===== config.mk =====
export PLATFORM = sky130hd
export DESIGN_NAME = twi_master_rx
export DESIGN_NICKNAME = d
export VERILOG_FILES = /design/src/hw/twi_pkg.sv /design/src/hw/twi_master_rx.sv /design/src/hw/twi_sync2.sv /design/src/hw/twi_tick.sv
export VERILOG_INCLUDE_DIRS = /design/src /design/src/hw
export SDC_FILE = /design/constraint.sdc
export NUM_CORES = 1
export LEC_CHECK = 0
export BUFFER_PORTS_ARGS = -buffer_cell sky130_fd_sc_hd__buf_2
export CELL_PAD_IN_SITES_DETAIL_PLACEMENT = 1
export CELL_PAD_IN_SITES_GLOBAL_PLACEMENT = 1
export CORE_ASPECT_RATIO = 0.6
export CORE_MARGIN = 2
export CORE_UTILIZATION = 45
export CTS_BUF_LIST = sky130_fd_sc_hd__clkbuf_8
export CTS_CLUSTER_SIZE = 8
export DETAILED_ROUTE_END_ITERATION = 8
export GPL_TIMING_DRIVEN = 0
export HOLD_SLACK_MARGIN = 0.15
export PLACE_DENSITY = 0.92
export SYNTH_ARGS = -nofsm -noshare
export SYNTH_HDL_FRONTEND = slang
export SYNTH_SLANG_ARGS = --single-unit

===== constraint.sdc =====
create_clock -name core_clk -period 5.4 [get_ports core_clk]
set_clock_uncertainty 0.2 [all_clocks]
set_input_delay 0.81 -clock core_clk [delete_from_list [all_inputs] [get_ports core_clk]]
set_output_delay 0.81 -clock core_clk [all_outputs]
set_load 0.1 [all_outputs]

===== src/hw/twi_consts.svh =====
// Offsets, control field positions, status codes and timing counts of the two-wire master.
// Assumes a 10 MHz core clock and 32-bit AXI4-Lite register words.
`ifndef TWI_CONSTS_SVH
`define TWI_CONSTS_SVH

`define TWI_OFS_CTRL 8'h00
`define TWI_OFS_STATUS 8'h04
`define TWI_OFS_DATA 8'h08
`define TWI_OFS_IRQ_STATUS 8'h0c
`define TWI_OFS_IRQ_MASK 8'h10

`define TWI_BIT_DONE 7
`define TWI_BIT_ACK 6
`define TWI_BIT_STA 5
`define TWI_BIT_STO 4
`define TWI_BIT_EN 2

`define TWI_ST_START 8'h08
`define TWI_ST_RSTART 8'h10
`define TWI_ST_AW_ACK 8'h18
`define TWI_ST_AW_NACK 8'h20
`define TWI_ST_TD_ACK 8'h28
`define TWI_ST_TD_NACK 8'h30
`define TWI_ST_ARB 8'h38
`define TWI_ST_AR_ACK 8'h40
`define TWI_ST_AR_NACK 8'h48
`define TWI_ST_RD_ACK 8'h50
`define TWI_ST_RD_NACK 8'h58
`define TWI_ST_IDLE 8'hf8

`define TWI_DATA_RESET 8'hff
`define TWI_CLK_NS 100
`define TWI_QUARTER_NS 200
`define TWI_QUARTER_CYC ((`TWI_QUARTER_NS + `TWI_CLK_NS - 1) / `TWI_CLK_NS)

`endif


===== src/hw/twi_pkg.sv =====
// Types shared by the two-wire master files.
// Assumes twi_consts.svh for all numeric values.
`default_nettype none
package twi_pkg;
    typedef enum logic [2:0] {ST_IDLE, ST_WAIT_FREE, ST_START, ST_BIT, ST_HOLD, ST_STOP} state_t;
    typedef struct packed {
        logic en;
        logic ack_en;
        logic sta;
        logic sto;
    } ctrl_t;
    typedef enum logic [2:0] {SEL_CTRL, SEL_STATUS, SEL_DATA, SEL_IRQ, SEL_MASK, SEL_NONE} sel_t;
endpackage
`default_nettype wire


===== src/hw/twi_master_rx.sv =====
// Two-wire master controller with master-receive flow, AXI4-Lite registers and one interrupt.
// Assumes open-drain pads outside; scl and sda inputs are asynchronous and synchronised here.
//
// Implementation choices: register access over AXI4-Lite and the address map.
`default_nettype none
`include "twi_consts.svh"
// How it works
// - Wait for free bus, send START, set done flag, status 0x08.
// - Address read bit selects receive, write bit selects transmit operation.
// - After read address and acknowledge, set done with status 0x38, 0x40 or 0x48.
// - Each received byte appears in the data register when done sets.
// - Repeated START reports 0x10 and keeps the bus owned.
// - At 0x10 send loaded address; write direction switches to transmit.
// - At 0x40 or 0x50 clearing done receives byte, ACK per enable.
// - At 0x48 or 0x58 act on start/stop; stop request self-clears.
// - Byte received with NACK returned reports status 0x58.
// - Arbitration loss reports 0x38; without start, release bus and go idle.
// - At 0x38 with start request, send START once bus is free.
// - Arbitration loss in write address or data also reports 0x38.
module twi_master_rx (
    input wire logic core_clk,
    input wire logic nrst,
    input wire logic [7:0] s_axi_awaddr,
    input wire logic s_axi_awvalid,
    output logic s_axi_awready,
    input wire logic [31:0] s_axi_wdata,
    input wire logic [3:0] s_axi_wstrb,
    input wire logic s_axi_wvalid,
    output logic s_axi_wready,
    output logic [1:0] s_axi_bresp,
    output logic s_axi_bvalid,
    input wire logic s_axi_bready,
    input wire logic [7:0] s_axi_araddr,
    input wire logic s_axi_arvalid,
    output logic s_axi_arready,
    output logic [31:0] s_axi_rdata,
    output logic [1:0] s_axi_rresp,
    output logic s_axi_rvalid,
    input wire logic s_axi_rready,
    input wire logic scl_i,
    output logic scl_o,
    output logic scl_oe,
    input wire logic sda_i,
    output logic sda_o,
    output logic sda_oe,
    output logic irq
);
    function automatic twi_pkg::sel_t reg_sel(input logic [7:0] a);
        case (a)
            `TWI_OFS_CTRL: reg_sel = twi_pkg::SEL_CTRL;
            `TWI_OFS_STATUS: reg_sel = twi_pkg::SEL_STATUS;
            `TWI_OFS_DATA: reg_sel = twi_pkg::SEL_DATA;
            `TWI_OFS_IRQ_STATUS: reg_sel = twi_pkg::SEL_IRQ;
            `TWI_OFS_IRQ_MASK: reg_sel = twi_pkg::SEL_MASK;
            default: reg_sel = twi_pkg::SEL_NONE;
        endcase
    endfunction

    twi_pkg::ctrl_t ctrl;
    twi_pkg::state_t st;
    logic op_done;
    logic [7:0] status;
    logic [7:0] data;
    logic [1:0] irq_st;
    logic [1:0] irq_mask;
    logic [1:0] ph;
    logic [3:0] cnt;
    logic [8:0] sh;
    logic [8:0] samp;
    logic rx_mode;
    logic addr_ph;
    logic own;
    logic busy;
    logic arb_hold;
    logic sda_q;
    logic [1:0] line_s;
    logic tick;

    twi_sync2 u_sync (
        .core_clk(core_clk),
        .nrst(nrst),
        .d({scl_i, sda_i}),
        .q(line_s)
    );
    twi_tick u_tick (
        .core_clk(core_clk),
        .nrst(nrst),
        .tick(tick)
    );

    wire scl_s = line_s[1];
    wire sda_s = line_s[0];
    wire start_det = scl_s & sda_q & ~sda_s;
    wire stop_det = scl_s & ~sda_q & sda_s;
    wire bus_free = ~busy & scl_s & sda_s;

    // Bus slave decode
    wire wr_fire = s_axi_awready & s_axi_awvalid;
    wire rd_fire = s_axi_arready & s_axi_arvalid;
    twi_pkg::sel_t wsel;
    twi_pkg::sel_t rsel;
    assign wsel = reg_sel(s_axi_awaddr);
    assign rsel = reg_sel(s_axi_araddr);
    wire wlane = wr_fire & s_axi_wstrb[0];
    wire wr_ctrl = wlane & (wsel == twi_pkg::SEL_CTRL);
    wire w_sta = s_axi_wdata[`TWI_BIT_STA];
    wire w_sto = s_axi_wdata[`TWI_BIT_STO];
    wire w_ack = s_axi_wdata[`TWI_BIT_ACK];

    // Bit engine events
    wire adv = tick & ((ph != 2'd2) | scl_s);
    wire check = (rx_mode & ~addr_ph) ? (cnt == 4'd8) : (cnt != 4'd8);
    wire lost = (st == twi_pkg::ST_BIT) & adv & (ph == 2'd2) & check & sh[8] & ~sda_s;
    wire byte_end = (st == twi_pkg::ST_BIT) & adv & (ph == 2'd3) & (cnt == 4'd8);
    wire start_end = (st == twi_pkg::ST_START) & adv & (ph == 2'd3);
    wire stop_end = (st == twi_pkg::ST_STOP) & adv & (ph == 2'd3);
    wire set_done = byte_end | start_end | lost;
    wire go = wr_ctrl & s_axi_wdata[`TWI_BIT_DONE] & s_axi_wdata[`TWI_BIT_EN] & ~set_done;
    wire ack_seen = ~samp[0];
    wire [7:0] rx_byte = samp[8:1];
    wire sent_nack = sh[8];

    logic [7:0] next_status;
    assign next_status = addr_ph ? (rx_mode ? (ack_seen ? `TWI_ST_AR_ACK : `TWI_ST_AR_NACK)
                                            : (ack_seen ? `TWI_ST_AW_ACK : `TWI_ST_AW_NACK))
                                 : (rx_mode ? (sent_nack ? `TWI_ST_RD_NACK : `TWI_ST_RD_ACK)
                                            : (ack_seen ? `TWI_ST_TD_ACK : `TWI_ST_TD_NACK));
    wire at_addr = (status == `TWI_ST_START) | (status == `TWI_ST_RSTART);
    wire at_rx = (status == `TWI_ST_AR_ACK) | (status == `TWI_ST_RD_ACK);
    wire at_tx = (status == `TWI_ST_AW_ACK) | (status == `TWI_ST_AW_NACK)
               | (status == `TWI_ST_TD_ACK) | (status == `TWI_ST_TD_NACK);
    wire [1:0] next_irq_st = (irq_st & ~((wlane & (wsel == twi_pkg::SEL_IRQ)) ? s_axi_wdata[1:0] : 2'b00))
                           | {lost, set_done};

    logic [31:0] rd_val;
    assign rd_val = (rsel == twi_pkg::SEL_CTRL) ? {24'h000000, op_done, ctrl.ack_en, ctrl.sta, ctrl.sto,
                                                   1'b0, ctrl.en, 2'b00} :
                    (rsel == twi_pkg::SEL_STATUS) ? {24'h000000, status[7:3], 3'b000} :
                    (rsel == twi_pkg::SEL_DATA) ? {24'h000000, data} :
                    (rsel == twi_pkg::SEL_IRQ) ? {30'h00000000, irq_st} :
                    (rsel == twi_pkg::SEL_MASK) ? {30'h00000000, irq_mask} : 32'h00000000;

    always_ff @(posedge core_clk)
    begin
        if (!nrst)
        begin
            s_axi_awready <= 1'b0;
            s_axi_wready <= 1'b0;
            s_axi_bvalid <= 1'b0;
            s_axi_bresp <= 2'b00;
            s_axi_arready <= 1'b0;
            s_axi_rvalid <= 1'b0;
            s_axi_rresp <= 2'b00;
            s_axi_rdata <= 32'h00000000;
        end
        else
        begin
            s_axi_awready <= s_axi_awvalid & s_axi_wvalid & ~s_axi_awready & ~s_axi_bvalid;
            s_axi_wready <= s_axi_awvalid & s_axi_wvalid & ~s_axi_awready & ~s_axi_bvalid;
            if (wr_fire)
            begin
                s_axi_bvalid <= 1'b1;
                s_axi_bresp <= (wsel == twi_pkg::SEL_NONE) ? 2'b10 : 2'b00;
            end
            else if (s_axi_bready)
                s_axi_bvalid <= 1'b0;
            s_axi_arready <= s_axi_arvalid & ~s_axi_arready & ~s_axi_rvalid;
            if (rd_fire)
            begin
                s_axi_rvalid <= 1'b1;
                s_axi_rdata <= rd_val;
                s_axi_rresp <= (rsel == twi_pkg::SEL_NONE) ? 2'b10 : 2'b00;
            end
            else if (s_axi_rready)
                s_axi_rvalid <= 1'b0;
        end
    end

    // Control, flag and interrupt registers
    always_ff @(posedge core_clk)
    begin
        if (!nrst)
        begin
            ctrl <= '0;
            op_done <= 1'b0;
            irq_st <= 2'b00;
            irq_mask <= 2'b00;
            irq <= 1'b0;
            busy <= 1'b0;
            sda_q <= 1'b1;
        end
        else
        begin
            sda_q <= sda_s;
            busy <= start_det | (busy & ~stop_det);
            if (wr_ctrl)
                ctrl <= '{en: s_axi_wdata[`TWI_BIT_EN], ack_en: w_ack, sta: w_sta, sto: w_sto};
            else if (stop_end)
                ctrl.sto <= 1'b0;
            // Hardware set beats a same-cycle software clear
            op_done <= set_done | (op_done & ~go);
            irq_st <= next_irq_st;
            if (wlane & (wsel == twi_pkg::SEL_MASK))
                irq_mask <= s_axi_wdata[1:0];
            irq <= |(irq_st & irq_mask);
        end
    end

    always_ff @(posedge core_clk)
    begin
        if (!nrst)
        begin
            st <= twi_pkg::ST_IDLE;
            status <= `TWI_ST_IDLE;
            data <= `TWI_DATA_RESET;
            ph <= 2'd0;
            cnt <= 4'd0;
            sh <= 9'h1ff;
            samp <= 9'h000;
            rx_mode <= 1'b0;
            addr_ph <= 1'b0;
            own <= 1'b0;
            arb_hold <= 1'b0;
            scl_oe <= 1'b0;
            sda_oe <= 1'b0;
            scl_o <= 1'b0;
            sda_o <= 1'b0;
        end
        else
        begin
            if (wlane & (wsel == twi_pkg::SEL_DATA))
                data <= s_axi_wdata[7:0];
            if (!ctrl.en && !go)
            begin
                // Disabling drops the bus at once; a half-sent byte is abandoned
                st <= twi_pkg::ST_IDLE;
                scl_oe <= 1'b0;
                sda_oe <= 1'b0;
                own <= 1'b0;
                arb_hold <= 1'b0;
            end
            else
            begin
                if (adv && (st == twi_pkg::ST_START || st == twi_pkg::ST_BIT || st == twi_pkg::ST_STOP))
                    ph <= ph + 2'd1;
                case (st)
                    twi_pkg::ST_IDLE:
                    begin
                        if (go && w_sta)
                            st <= twi_pkg::ST_WAIT_FREE;
                    end
                    // start only on a free bus
                    twi_pkg::ST_WAIT_FREE:
                    begin
                        if (tick && bus_free)
                        begin
                            st <= twi_pkg::ST_START;
                            ph <= 2'd0;
                        end
                    end
                    twi_pkg::ST_START:
                    begin
                        if (adv)
                        begin
                            case (ph)
                                2'd0: sda_oe <= 1'b0;
                                2'd1: scl_oe <= 1'b0;
                                2'd2: sda_oe <= 1'b1;
                                default:
                                begin
                                    scl_oe <= 1'b1;
                                    status <= own ? `TWI_ST_RSTART : `TWI_ST_START;
                                    own <= 1'b1;
                                    st <= twi_pkg::ST_HOLD;
                                end
                            endcase
                        end
                    end
                    twi_pkg::ST_BIT:
                    begin
                        if (lost)
                        begin
                            scl_oe <= 1'b0;
                            sda_oe <= 1'b0;
                            own <= 1'b0;
                            arb_hold <= 1'b1;
                            status <= `TWI_ST_ARB;
                            st <= twi_pkg::ST_HOLD;
                        end
                        else if (adv)
                        begin
                            case (ph)
                                2'd0: sda_oe <= ~sh[8];
                                2'd1: scl_oe <= 1'b0;
                                2'd2: samp <= {samp[7:0], sda_s};
                                default:
                                begin
                                    scl_oe <= 1'b1;
                                    sh <= {sh[7:0], 1'b1};
                                    cnt <= cnt + 4'd1;
                                    if (cnt == 4'd8)
                                    begin
                                        if (rx_mode && !addr_ph)
                                            data <= rx_byte;
                                        status <= next_status;
                                        st <= twi_pkg::ST_HOLD;
                                    end
                                end
                            endcase
                        end
                    end
                    twi_pkg::ST_HOLD:
                    begin
                        if (go)
                        begin
                            ph <= 2'd0;
                            cnt <= 4'd0;
                            if (at_addr)
                            begin
                                sh <= {data, 1'b1};
                                rx_mode <= data[0];
                                addr_ph <= 1'b1;
                                st <= twi_pkg::ST_BIT;
                            end
                            else if (arb_hold)
                            begin
                                arb_hold <= 1'b0;
                                st <= w_sta ? twi_pkg::ST_WAIT_FREE : twi_pkg::ST_IDLE;
                            end
                            else if (w_sto)
                                st <= twi_pkg::ST_STOP;
                            else if (w_sta)
                                st <= twi_pkg::ST_START;
                            else if (at_rx || at_tx)
                            begin
                                sh <= at_rx ? {8'hff, ~w_ack} : {data, 1'b1};
                                addr_ph <= 1'b0;
                                st <= twi_pkg::ST_BIT;
                            end
                        end
                    end
                    twi_pkg::ST_STOP:
                    begin
                        if (adv)
                        begin
                            case (ph)
                                2'd0: sda_oe <= 1'b1;
                                2'd1: scl_oe <= 1'b0;
                                2'd2: sda_oe <= 1'b1;
                                default:
                                begin
                                    sda_oe <= 1'b0;
                                    own <= 1'b0;
                                    status <= `TWI_ST_IDLE;
                                    st <= ctrl.sta ? twi_pkg::ST_WAIT_FREE : twi_pkg::ST_IDLE;
                                end
                            endcase
                        end
                    end
                    default: st <= twi_pkg::ST_IDLE;
                endcase
            end
        end
    end

    a_hold_stretch: assert property (@(posedge core_clk) disable iff (!nrst)
        (st == twi_pkg::ST_HOLD && op_done && !arb_hold && ctrl.en) |-> scl_oe)
        else $error("clock line not held low while done is set");
    a_start_status: assert property (@(posedge core_clk) disable iff (!nrst)
        (start_end && ctrl.en) |=> op_done && (status == `TWI_ST_START || status == `TWI_ST_RSTART))
        else $error("start did not report 0x08 or 0x10");
    a_rstart_owned: assert property (@(posedge core_clk) disable iff (!nrst)
        (start_end && ctrl.en && own) |=> status == `TWI_ST_RSTART && own)
        else $error("repeated start lost ownership or code");
    a_addr_status: assert property (@(posedge core_clk) disable iff (!nrst)
        (byte_end && ctrl.en && addr_ph && rx_mode) |=> status == `TWI_ST_AR_ACK || status == `TWI_ST_AR_NACK)
        else $error("read address status wrong");
    a_rx_data: assert property (@(posedge core_clk) disable iff (!nrst)
        (byte_end && ctrl.en && rx_mode && !addr_ph) |=> data == $past(rx_byte) && op_done)
        else $error("received byte not presented");
    a_nack_code: assert property (@(posedge core_clk) disable iff (!nrst)
        (byte_end && ctrl.en && rx_mode && !addr_ph && sh[8]) |=> status == `TWI_ST_RD_NACK)
        else $error("NACK byte did not give 0x58");
    a_ack_drive: assert property (@(posedge core_clk) disable iff (!nrst)
        (st == twi_pkg::ST_BIT && ph == 2'd2 && rx_mode && !addr_ph && cnt == 4'd8 && ctrl.en)
        |-> sda_oe == ~sh[8])
        else $error("acknowledge bit not driven as enabled");
    a_arb_release: assert property (@(posedge core_clk) disable iff (!nrst)
        (lost && ctrl.en) |=> status == `TWI_ST_ARB && !scl_oe && !sda_oe ##1 !scl_oe)
        else $error("arbitration loss did not release bus");
    a_free_start: assert property (@(posedge core_clk) disable iff (!nrst)
        (st == twi_pkg::ST_WAIT_FREE && ctrl.en ##1 st == twi_pkg::ST_START) |-> $past(bus_free))
        else $error("start issued on a busy bus");
    a_stop_clear: assert property (@(posedge core_clk) disable iff (!nrst)
        (stop_end && !wr_ctrl && ctrl.en) |=> !ctrl.sto)
        else $error("stop request did not self-clear");
    a_mode_dir: assert property (@(posedge core_clk) disable iff (!nrst)
        (st == twi_pkg::ST_HOLD && go && at_addr && ctrl.en) |=> rx_mode == $past(data[0]))
        else $error("direction bit did not select operation");
endmodule
`default_nettype wire


===== src/hw/twi_sync2.sv =====
// Two-flop synchroniser for the bus lines.
// Assumes asynchronous inputs; only the second flop is read outside.
`default_nettype none
module twi_sync2 (
    input wire logic core_clk,
    input wire logic nrst,
    input wire logic [1:0] d,
    output logic [1:0] q
);
    logic [1:0] meta;
    genvar i;
    generate
        for (i = 0; i < 2; i++)
        begin : g_bit
            always_ff @(posedge core_clk)
            begin
                if (!nrst)
                begin
                    meta[i] <= 1'b1;
                    q[i] <= 1'b1;
                end
                else
                begin
                    meta[i] <= d[i];
                    q[i] <= meta[i];
                end
            end
        end
    endgenerate
endmodule
`default_nettype wire


===== src/hw/twi_tick.sv =====
// Quarter-bit enable pulse divider for the bus timing.
// Assumes core_clk at the rate set in twi_consts.svh.
`default_nettype none
`include "twi_consts.svh"
module twi_tick (
    input wire logic core_clk,
    input wire logic nrst,
    output logic tick
);
    localparam logic [7:0] LAST = 8'(`TWI_QUARTER_CYC - 1);
    logic [7:0] cnt;
    always_ff @(posedge core_clk)
    begin
        if (!nrst)
        begin
            cnt <= 8'h00;
            tick <= 1'b0;
        end
        else
        begin
            cnt <= (cnt == LAST) ? 8'h00 : cnt + 8'h01;
            tick <= (cnt == LAST);
        end
    end
endmodule
`default_nettype wire


Word level (Yosys, flattened, before mapping)
Index checks and enable logic that the tools add are counted.
Storage, ports and cells
  logic and storage cells: 318
  output and inout port bits: 46
  input port bits: 61
  bits in registers: 114
Cells by class
  muxes and demuxes: 110
  eq/ne operators: 64
  add/sub/neg operators: 3
  reduce and logical (&&, ||, !) cells: 39
  bitwise operators: 66
Operators with widths (number)
  $mux 8: 19
  $mux 9: 10
  $mux 3: 16
  $eq 8x4->1 const B: 5
  $and 1x1->1: 36
  $eq 8x5->1 const B: 4
  $mux 1: 31
  $pmux 3 s5: 2
  $ne 2x2->1 const B: 14
  $eq 8x6->1 const B: 3
  $mux 4: 6
  $pmux 8 s3: 1
  $mux 7: 3
  $eq 3x2->1 const B: 6
  $eq 3x3->1 const B: 6
  $ne 3x3->1 const B: 6
  $pmux 3 s6: 1
  $pmux 9 s2: 1
  $eq 8x3->1 const B: 2
  $eq 8x7->1 const B: 2
  $logic_not 8->1: 2
  $mux 2: 8
  $not 1->1: 16
  $reduce_and 7->1: 2
  38 further kinds: 80

Longest topological paths before layout
Gate-level depths: netlist of the first run.
  depth in word-level cells: 15
  depth in mapped cells: 10
  gate-level depth less buffers: 8

Cells and area by module
From an unflattened synthesis of the first run, not the netlist that was laid out.
Unflattened totals
  cells, all modules: 510
  area total of the unflattened synthesis: 4521.8 um2
Modules (own cells, without submodules)
  twi_master_rx: seq. area each 1441.4 um2, cells an instance 462, instances 1, area an instance 4023.9 um2
  twi_tick: seq. area each 180.2 um2, cells an instance 40, instances 1, area an instance 392.9 um2
  twi_sync2: seq. area each 80.1 um2, cells an instance 8, instances 1, area an instance 105.1 um2

Worst setup path after synthesis of the first run
Ideal clock, no wire load.
  path kind: reg-to-reg
  start point: register s_axi_wready (netlist name)
  end point: register sh[0]
  data arrival time: 2.608 ns
  cell stages (with the launch flop): 8
  period minus slack after synthesis: 2.881 ns
  library setup time: 0.073 ns
  path buffers: 1
  data required time: 5.127 ns
  slack: 2.519 ns
  cell sequence: dfxtp_1 and4bb_2 and2_1 nand3_1 o41a_1 or2_1 buf_6 a31oi_4
RTL lines
  to (signal assigned): RTL line twi_master_rx.sv:299  | sh <= {sh[7:0], 1'b1};
  to (signal assigned): RTL line twi_master_rx.sv:320  | sh <= {data, 1'b1};
  to (signal assigned): RTL line twi_master_rx.sv:336  | sh <= at_rx ? {8'hff, ~w_ack} : {data, 1'b1};
  to (decl): RTL line twi_master_rx.sv:68  | logic [8:0] sh;

Worst setup path after layout of the first run
  start point: register ph[0]
  end point: register sh[8]
Between the ends
  longest elaborated chain between the ends: 15
  elaborated cells on any way between the ends: 29
  those cells by class: 8 x eq/ne; 16 x bitwise; 5 x reduce/logical
RTL lines
  from (decl): RTL line twi_master_rx.sv:66  | logic [1:0] ph;
  from (signal assigned): RTL line twi_master_rx.sv:245  | ph <= ph + 2'd1;
  $ne 2x2->1: RTL line twi_master_rx.sv:111  | wire adv = tick & ((ph != 2'd2) | scl_s);
  $or 1x1->1: RTL line twi_master_rx.sv:111
  $and 1x1->1: RTL line twi_master_rx.sv:111
  $and 1x1->1: RTL line twi_master_rx.sv:113, twi_master_rx.sv:114
  $and 1x1->1 (4 in a row): RTL line twi_master_rx.sv:113  | wire lost = (st == twi_pkg::ST_BIT) & adv & (ph == 2'd2) & check & sh[8] & ~sda_s;
  $or 1x1->1: RTL line twi_master_rx.sv:117  | wire set_done = byte_end | start_end | lost;
  $not 1->1: RTL line twi_master_rx.sv:118  | wire go = wr_ctrl & s_axi_wdata[`TWI_BIT_DONE] & s_axi_wdata[`TWI_BIT_EN] & ~set_done;
  $and 1x1->1: RTL line twi_master_rx.sv:118
  $logic_not 1->1: RTL line twi_master_rx.sv:233  | if (!ctrl.en && !go)
  $logic_and 1x1->1: RTL line twi_master_rx.sv:233
  $not 1->1 (no line)
  $reduce_and 10->1 (no line) *
Every way passes the cells marked *; elsewhere a longest branch is shown, timed or not.
A chain may end at the register's enable or synchronous reset.

==> out/metrics.cfg, run 1 <==
[run_status]
outcome=completed

[critical_path]
startpoint=ph[0]
reg2reg_from=ph[0]
cp_max_fo=9
worstSetupStartpointType=register
rr_worst_depth=9
reg2reg_to=sh[8]
critPathRequiredTime_ps=5430
crit_type=register to register
worstSetupEndpointType=register
rrSetupSlack_ps=2110
arrival_ps=3320
endpoint=sh[8]

[sta]
hold_violations=0
period_share_pct=60.9
finalSetupViolations=0
rsz0062_at_grt=no
worst_slew_pin_slew_ps=899
fin_crit_ps=3290
setup_tns_ps=0
timing.fmax_mhz=304
maxSlewHeadroom_pct=39.8
drv_slew=0

[global_route]
overflow=0
use_met3_pct=7.39
busiest_layer=met2
met1_usage_pct=39.6
grt_max_degree=17
grt_pass1_wl_mm=24.1
grt.met2_usage_pct=42.1
antenna_found_initial=2
grt_use_total_pct=27.9
grt_pass1_vias=4443

[clocking]
cts_buffers=9
htreeDepth=3
root_buffer=clkbuf_8
cts.repair.resized=0
tritoncts=built
cts_sinks=85
cts_hold_buf=0
clk_pin_slew_ps=100
post_cts_buffers=0
clk_latency_ps=380
cts_buffer_depth=2

[routing]
wl_per_cell_microns=20.4
vias=4529
drt-initial-drc-count=399
drtAntennaViolNets=0
wirelength_mm=15.7
drcViolationCount=0
drtPass1Iterations=5
vias_per_cell=5.90

[power_and_ir_drop]
power.switching_mw=0.422
clockPowerShare_pct=36.5
seqPwrFrac_pct=48.7
share_comb_of_total_power_pct=14.7
p_leak_nw=2.15
p_int_mw=0.897
pwr_density_cell_nw_per_um2=244
max-vdd-ir-drop_mv=0.143
switching_share_pct=32.0

[yosys]
ys_ff_latch=85
synthCells=539
yosys-top-cells-count=dfxtp_1 (85), nand2_1 (59), o21ai_0 (33), mux2i_1 (31), buf_4 (29)
async_flop_share_pct=0
ys_types=67
post-synth-top-area-fraction_pct=36.3
yosysMostFrequentCell=dfxtp_1
ys.flop_type=dfxtp_1
syn_area_per_cell_sq_um=8.70
synthesis.area_sq_um=4690
seq_area_frac_synth_pct=36.3
yosysTopAreaCell=dfxtp_1
synth.top_cells.by_area=dfxtp_1 (36%), mux2i_1 (6.6%), nand2_1 (4.7%)
yosys_warnings=0
synth_edf_count=0

[place]
numPortBuffers=49
dp_hpwl_mm=11.6
gp_congestion=0.903
place_inst=750

[finish]
fill_cells=1251
regArea_sq_um=1700
drive_above_1_share_pct=20.8
final_cell_count_no_fill=767
layout.nets=698
synthToLayoutAreaGrowth_pct=15.4
multi_input_area_sq_um=2700

[floorplan]
fp.dieW_microns=136
start_util_pct=47.0
pin_count=107
num_rows=28
core_area_sq_um=9980
die_y_microns=83.1
die-area_sq_um=11300

[job]
maxCapViolations=0

[hold_path]
min_path_cells=1
min_path_type=register to register

==> layer usage <==
layer	share of wire (%)	up-vias
li1	-	2055
met1	44	2219
met2	45	219
met3	10	36
met4	1.3	0
met5	0	-
==> area by class of cell <==
cell class / instances / area share (%)
timing repair buffer: 49 / 4.53
inverter: 16 / 1.11
multi-input combinational: 412 / 49.9
clock inverter: 7 / 1.50
clock buffer: 9 / 2.29
tap: 135 / 3.12
antenna: 1 / 0.0462
buffer: 53 / 6.06
sequential: 85 / 31.4
==> how the worst min path moves through the flow <==
stage                  endpoint           start  slack, ps
finish              u_sync.q[1]  u_sync.meta[1]        210
global route        u_sync.q[1]  u_sync.meta[1]        230
CTS                 u_sync.q[1]  u_sync.meta[1]        220
detailed placement  u_sync.q[1]  u_sync.meta[1]        190
global placement    u_sync.q[0]  u_sync.meta[0]        190
floorplan           u_sync.q[0]  u_sync.meta[0]        190
==> cell usage in the layout, fill, tap and decap left out, types with 6 or more instances in the layout <==
cell / instances
nand3_1: 20
and2_1: 8
nand4_1: 7
nand2b_1: 20
nand2_1: 59
dfxtp_1: 85
o21ai_0: 33
o211ai_1: 6
a31oi_1: 7
nor2_1: 23
clkbuf_8: 9
a21oi_1: 18
inv_1: 16
a21boi_0: 10
a22oi_1: 8
mux2i_1: 31
mux2_2: 9
and3_1: 7
buf_2: 53
nor2b_1: 20
buf_4: 29
clkbuf_1: 17
conb_1: 28
ha_1: 11
o22ai_1: 11
o211ai_2: 8
nor4_1: 6
==> metrics by stage <==
stage	util, %	instance area (sq um)	setup slack (ps)	power, mW	hold WS [ps]
after global placement	52.1	5200	2270	0.843	188
final	54.2	5410	2110	1.32	213
after detailed placement	52.1	5200	2190	0.847	194
after floorplan	-	4790	2520	0.811	186
after CTS	54.2	5410	2230	1.32	217
after global routing	54.2	5410	1930	1.36	233
==> power groups by stage <==
stage	logic [mW]	clock network [mW]	registers, mW
after floorplan	0.143	0	0.668
after global placement	0.187	0	0.656
after detailed placement	0.190	0	0.657
after CTS	0.191	0.486	0.643
after global routing	0.203	0.510	0.645
final	0.194	0.482	0.643
==> cells by family after synthesis <==
family                   Yosys count  synth area share [%]
XOR/XNOR                           8                  1.65
AND/OR/NAND/NOR                  200                  23.2
AO/OA/AOI/OAI                    125                  18.8
adder cells (fa/ha/maj)           11                  2.94
multiplexers                      40                  8.78
other                              1                0.0800
flip-flops                        85                  36.3
buffers and inverters             69                  8.27
==> sequential cells by signal, summed over array words and instances (netlist names), 2 cells and up <==
signal,cells
cnt,4
ctrl,4
data,8
irq_mask,2
irq_st,2
ph,2
s_axi_rdata,8
samp,9
sh,9
st,3
status,5
u_sync.meta,2
u_sync.q,2
u_tick.cnt,8
==> worst max-delay path, cell delays in order, from the launching register on <==
cell and delay [ps]:
dfxtp_1 500, inv_1 110, ha_1 280, nand2b_1 200, nand3_1 350, a211oi_1 490
o41a_1 490, or2_1 220, buf_6 190, o211ai_2 110
Note: power is estimated with default switching activity, not from simulation.
==> run 2, diff against run 1 <==
- CORE_UTILIZATION: 45 -> 42
- PLACE_DENSITY: 0.92 -> 0.87
- clock period: 5.4 -> 3.1 ns (I/O delays scaled with it)
==> out/metrics.cfg, run 2 (synthesis results as in run 1) <==
[run_status]
outcome=completed

[routing]
vias_per_cell=5.79  ; -2.0%
wirelength_mm=15.5  ; -1.0%
drcViolationCount=0  ; unchanged
wl_per_cell_microns=20.1  ; -1.8%
drt-initial-drc-count=354  ; -11%
vias=4472  ; -1.3%
drtPass1Iterations=5  ; unchanged
drtAntennaViolNets=0  ; unchanged

[hold_path]
min_path_type=primary input to register
holdPathEnd=s_axi_arready
min_path_cells=2  ; +1
hp-start=s_axi_arvalid

[global_route]
grt_pass1_wl_mm=24.0  ; -0.46%
grt_use_total_pct=25.6  ; -2.3 points
grt_max_degree=16  ; -1
antenna_found_initial=1  ; -1
overflow=0  ; unchanged
grt_pass1_vias=4534  ; +2.0%

[sta]
fin_crit_ps=2900  ; -396 ps
period_share_pct=93.4  ; +32 points
worst_slew_pin_slew_ps=828  ; -71.0 ps
setup_tns_ps=0  ; unchanged
setup_ws_ps=205  ; -1900 ps
finalSetupViolations=0  ; unchanged
whs_ps=163  ; -50.2 ps
timing.fmax_mhz=345  ; +14%
hold_violations=0  ; unchanged
rsz0062_at_grt=no
maxSlewHeadroom_pct=44.6  ; +4.8 points
drv_slew=0  ; unchanged

[critical_path]
reg2reg_from=ph[0]
worstSetupStartpointType=register
rrSetupSlack_ps=200  ; -1900 ps
startpoint=ph[0]
crit_family=simple AND/OR/NAND/NOR gates
timing.critical_path.buf_inv=2  ; unchanged
cpMaxStageDelayCell=dfxtp_1
reg2reg_to=data[1]
worstSetupEndpointType=register
arrival_ps=2920  ; -400 ps
critPathRequiredTime_ps=3130  ; -2300 ps
rr_worst_depth=9  ; unchanged
cp_max_fo=8  ; -1
path_cells=inv_1, ha_1, nand2b_1, nand3_2, nor4_1, and3_1, buf_2, mux2i_1, nand2_1
crit_type=register to register
critPathMaxStageDelay_ps=460  ; -40 ps

[clocking]
clk_latency_ps=370  ; about the same
cts_sinks=85  ; unchanged
tritoncts=built
cts_buffer_depth=2  ; unchanged
clk_pin_slew_ps=90  ; about the same
root_buffer=clkbuf_8
htreeDepth=3  ; unchanged
cts_buffers=9  ; unchanged

[power_and_ir_drop]
pwr_density_cell_nw_per_um2=421  ; +73%
p_leak_nw=2.17  ; +1.0%
max-vdd-ir-drop_mv=0.188  ; +31%
p_total_mw=2.30  ; +75%

[finish]
utilization_pct=51.1  ; -3.1 points
synthToLayoutAreaGrowth_pct=16.7
num_antenna_cells=0  ; -1
largestRegisters=samp x9, sh x9
final_cell_count_no_fill=773  ; +0.78%
drive_above_1_share_pct=21.3  ; +0.53 points
final_cell_mix=dfxtp_1 (85), nand2_1 (59), buf_2 (53)
fill_cells=1309  ; +4.6%
layout.nets=701  ; +0.43%
layout_commonest_cell=dfxtp_1
postLayoutCellArea_sq_um=5470  ; +1.1%
regArea_sq_um=1700  ; unchanged
multi_input_area_sq_um=2730  ; +0.93%

[place]
numPortBuffers=49  ; unchanged
dp_hpwl_mm=11.7  ; +0.61%
place_inst=754  ; +0.53%
dp_slack_ps=-26.4  ; -2220 ps
placed_area_sq_um=5210  ; about the same
gp_congestion=0.897  ; -0.58%

[floorplan]
die_y_microns=85.8  ; +3.3%
core_area_sq_um=10700  ; +7.2%
num_rows=29  ; +3.6%
fp.dieW_microns=140  ; +3.4%
pin_count=107  ; unchanged
start_util_pct=43.8  ; -3.2 points
die-area_sq_um=12100  ; +6.9%

[job]
maxCapViolations=0  ; unchanged

## run 2: power breakdown
part / internal [mW] / switching, mW
Combinational: 0.0787 / 0.262
Clock: 0.402 / 0.441
Sequential: 1.10 / 0.0156
## run 2: final cells by class
| cell class | instances | area share, % |
|---|---|---|
| inverter | 16 | 1.10 |
| clock inverter | 6 | 1.28 |
| tap | 139 | 3.18 |
| buffer | 53 | 5.99 |
| sequential | 85 | 31.1 |
| multi-input combinational | 412 | 49.8 |
| timing repair buffer | 52 | 4.99 |
| clock buffer | 10 | 2.52 |
## run 2: what timing repair did
item	CTS	global route
pin swaps	0	1
buffers inserted	0	1
gates resized for setup	1	3
hold buffers	2	0
setup endpoints to repair	9	13
endpoints found under the hold margin	2	0
## run 2: worst max-delay path by stage
stage | endpoint | slack (ps) | cells after the start
5_1_grt | cnt[1] | 50 | 9
2_1_floorplan | sh[0] | 220 | 7
3_5_place_dp | sh[2] | -30 | 9
3_3_place_gp | sh[8] | 120 | 9
6_report | data[1] | 200 | 9
4_1_cts | sh[2] | 30 | 9
## run 2: worst reg2reg max path, cell delays in order, from the launching register on
cell and delay [ps]:
dfxtp_1 460, inv_1 100, ha_1 270, nand2b_1 230, nand3_2 290, nor4_1 420
and3_1 210, buf_2 250, mux2i_1 220, nand2_1 100
## run 2: routing by layer
layer  vias up  global-route usage, %  part of all wire, %
li1       2053                      -                    -
met1      2179                   33.7                   44
met2       208                   39.7                   44
met3        32                   8.77                   11
met4         0                   8.26                  1.6
met5         -                      0                    0
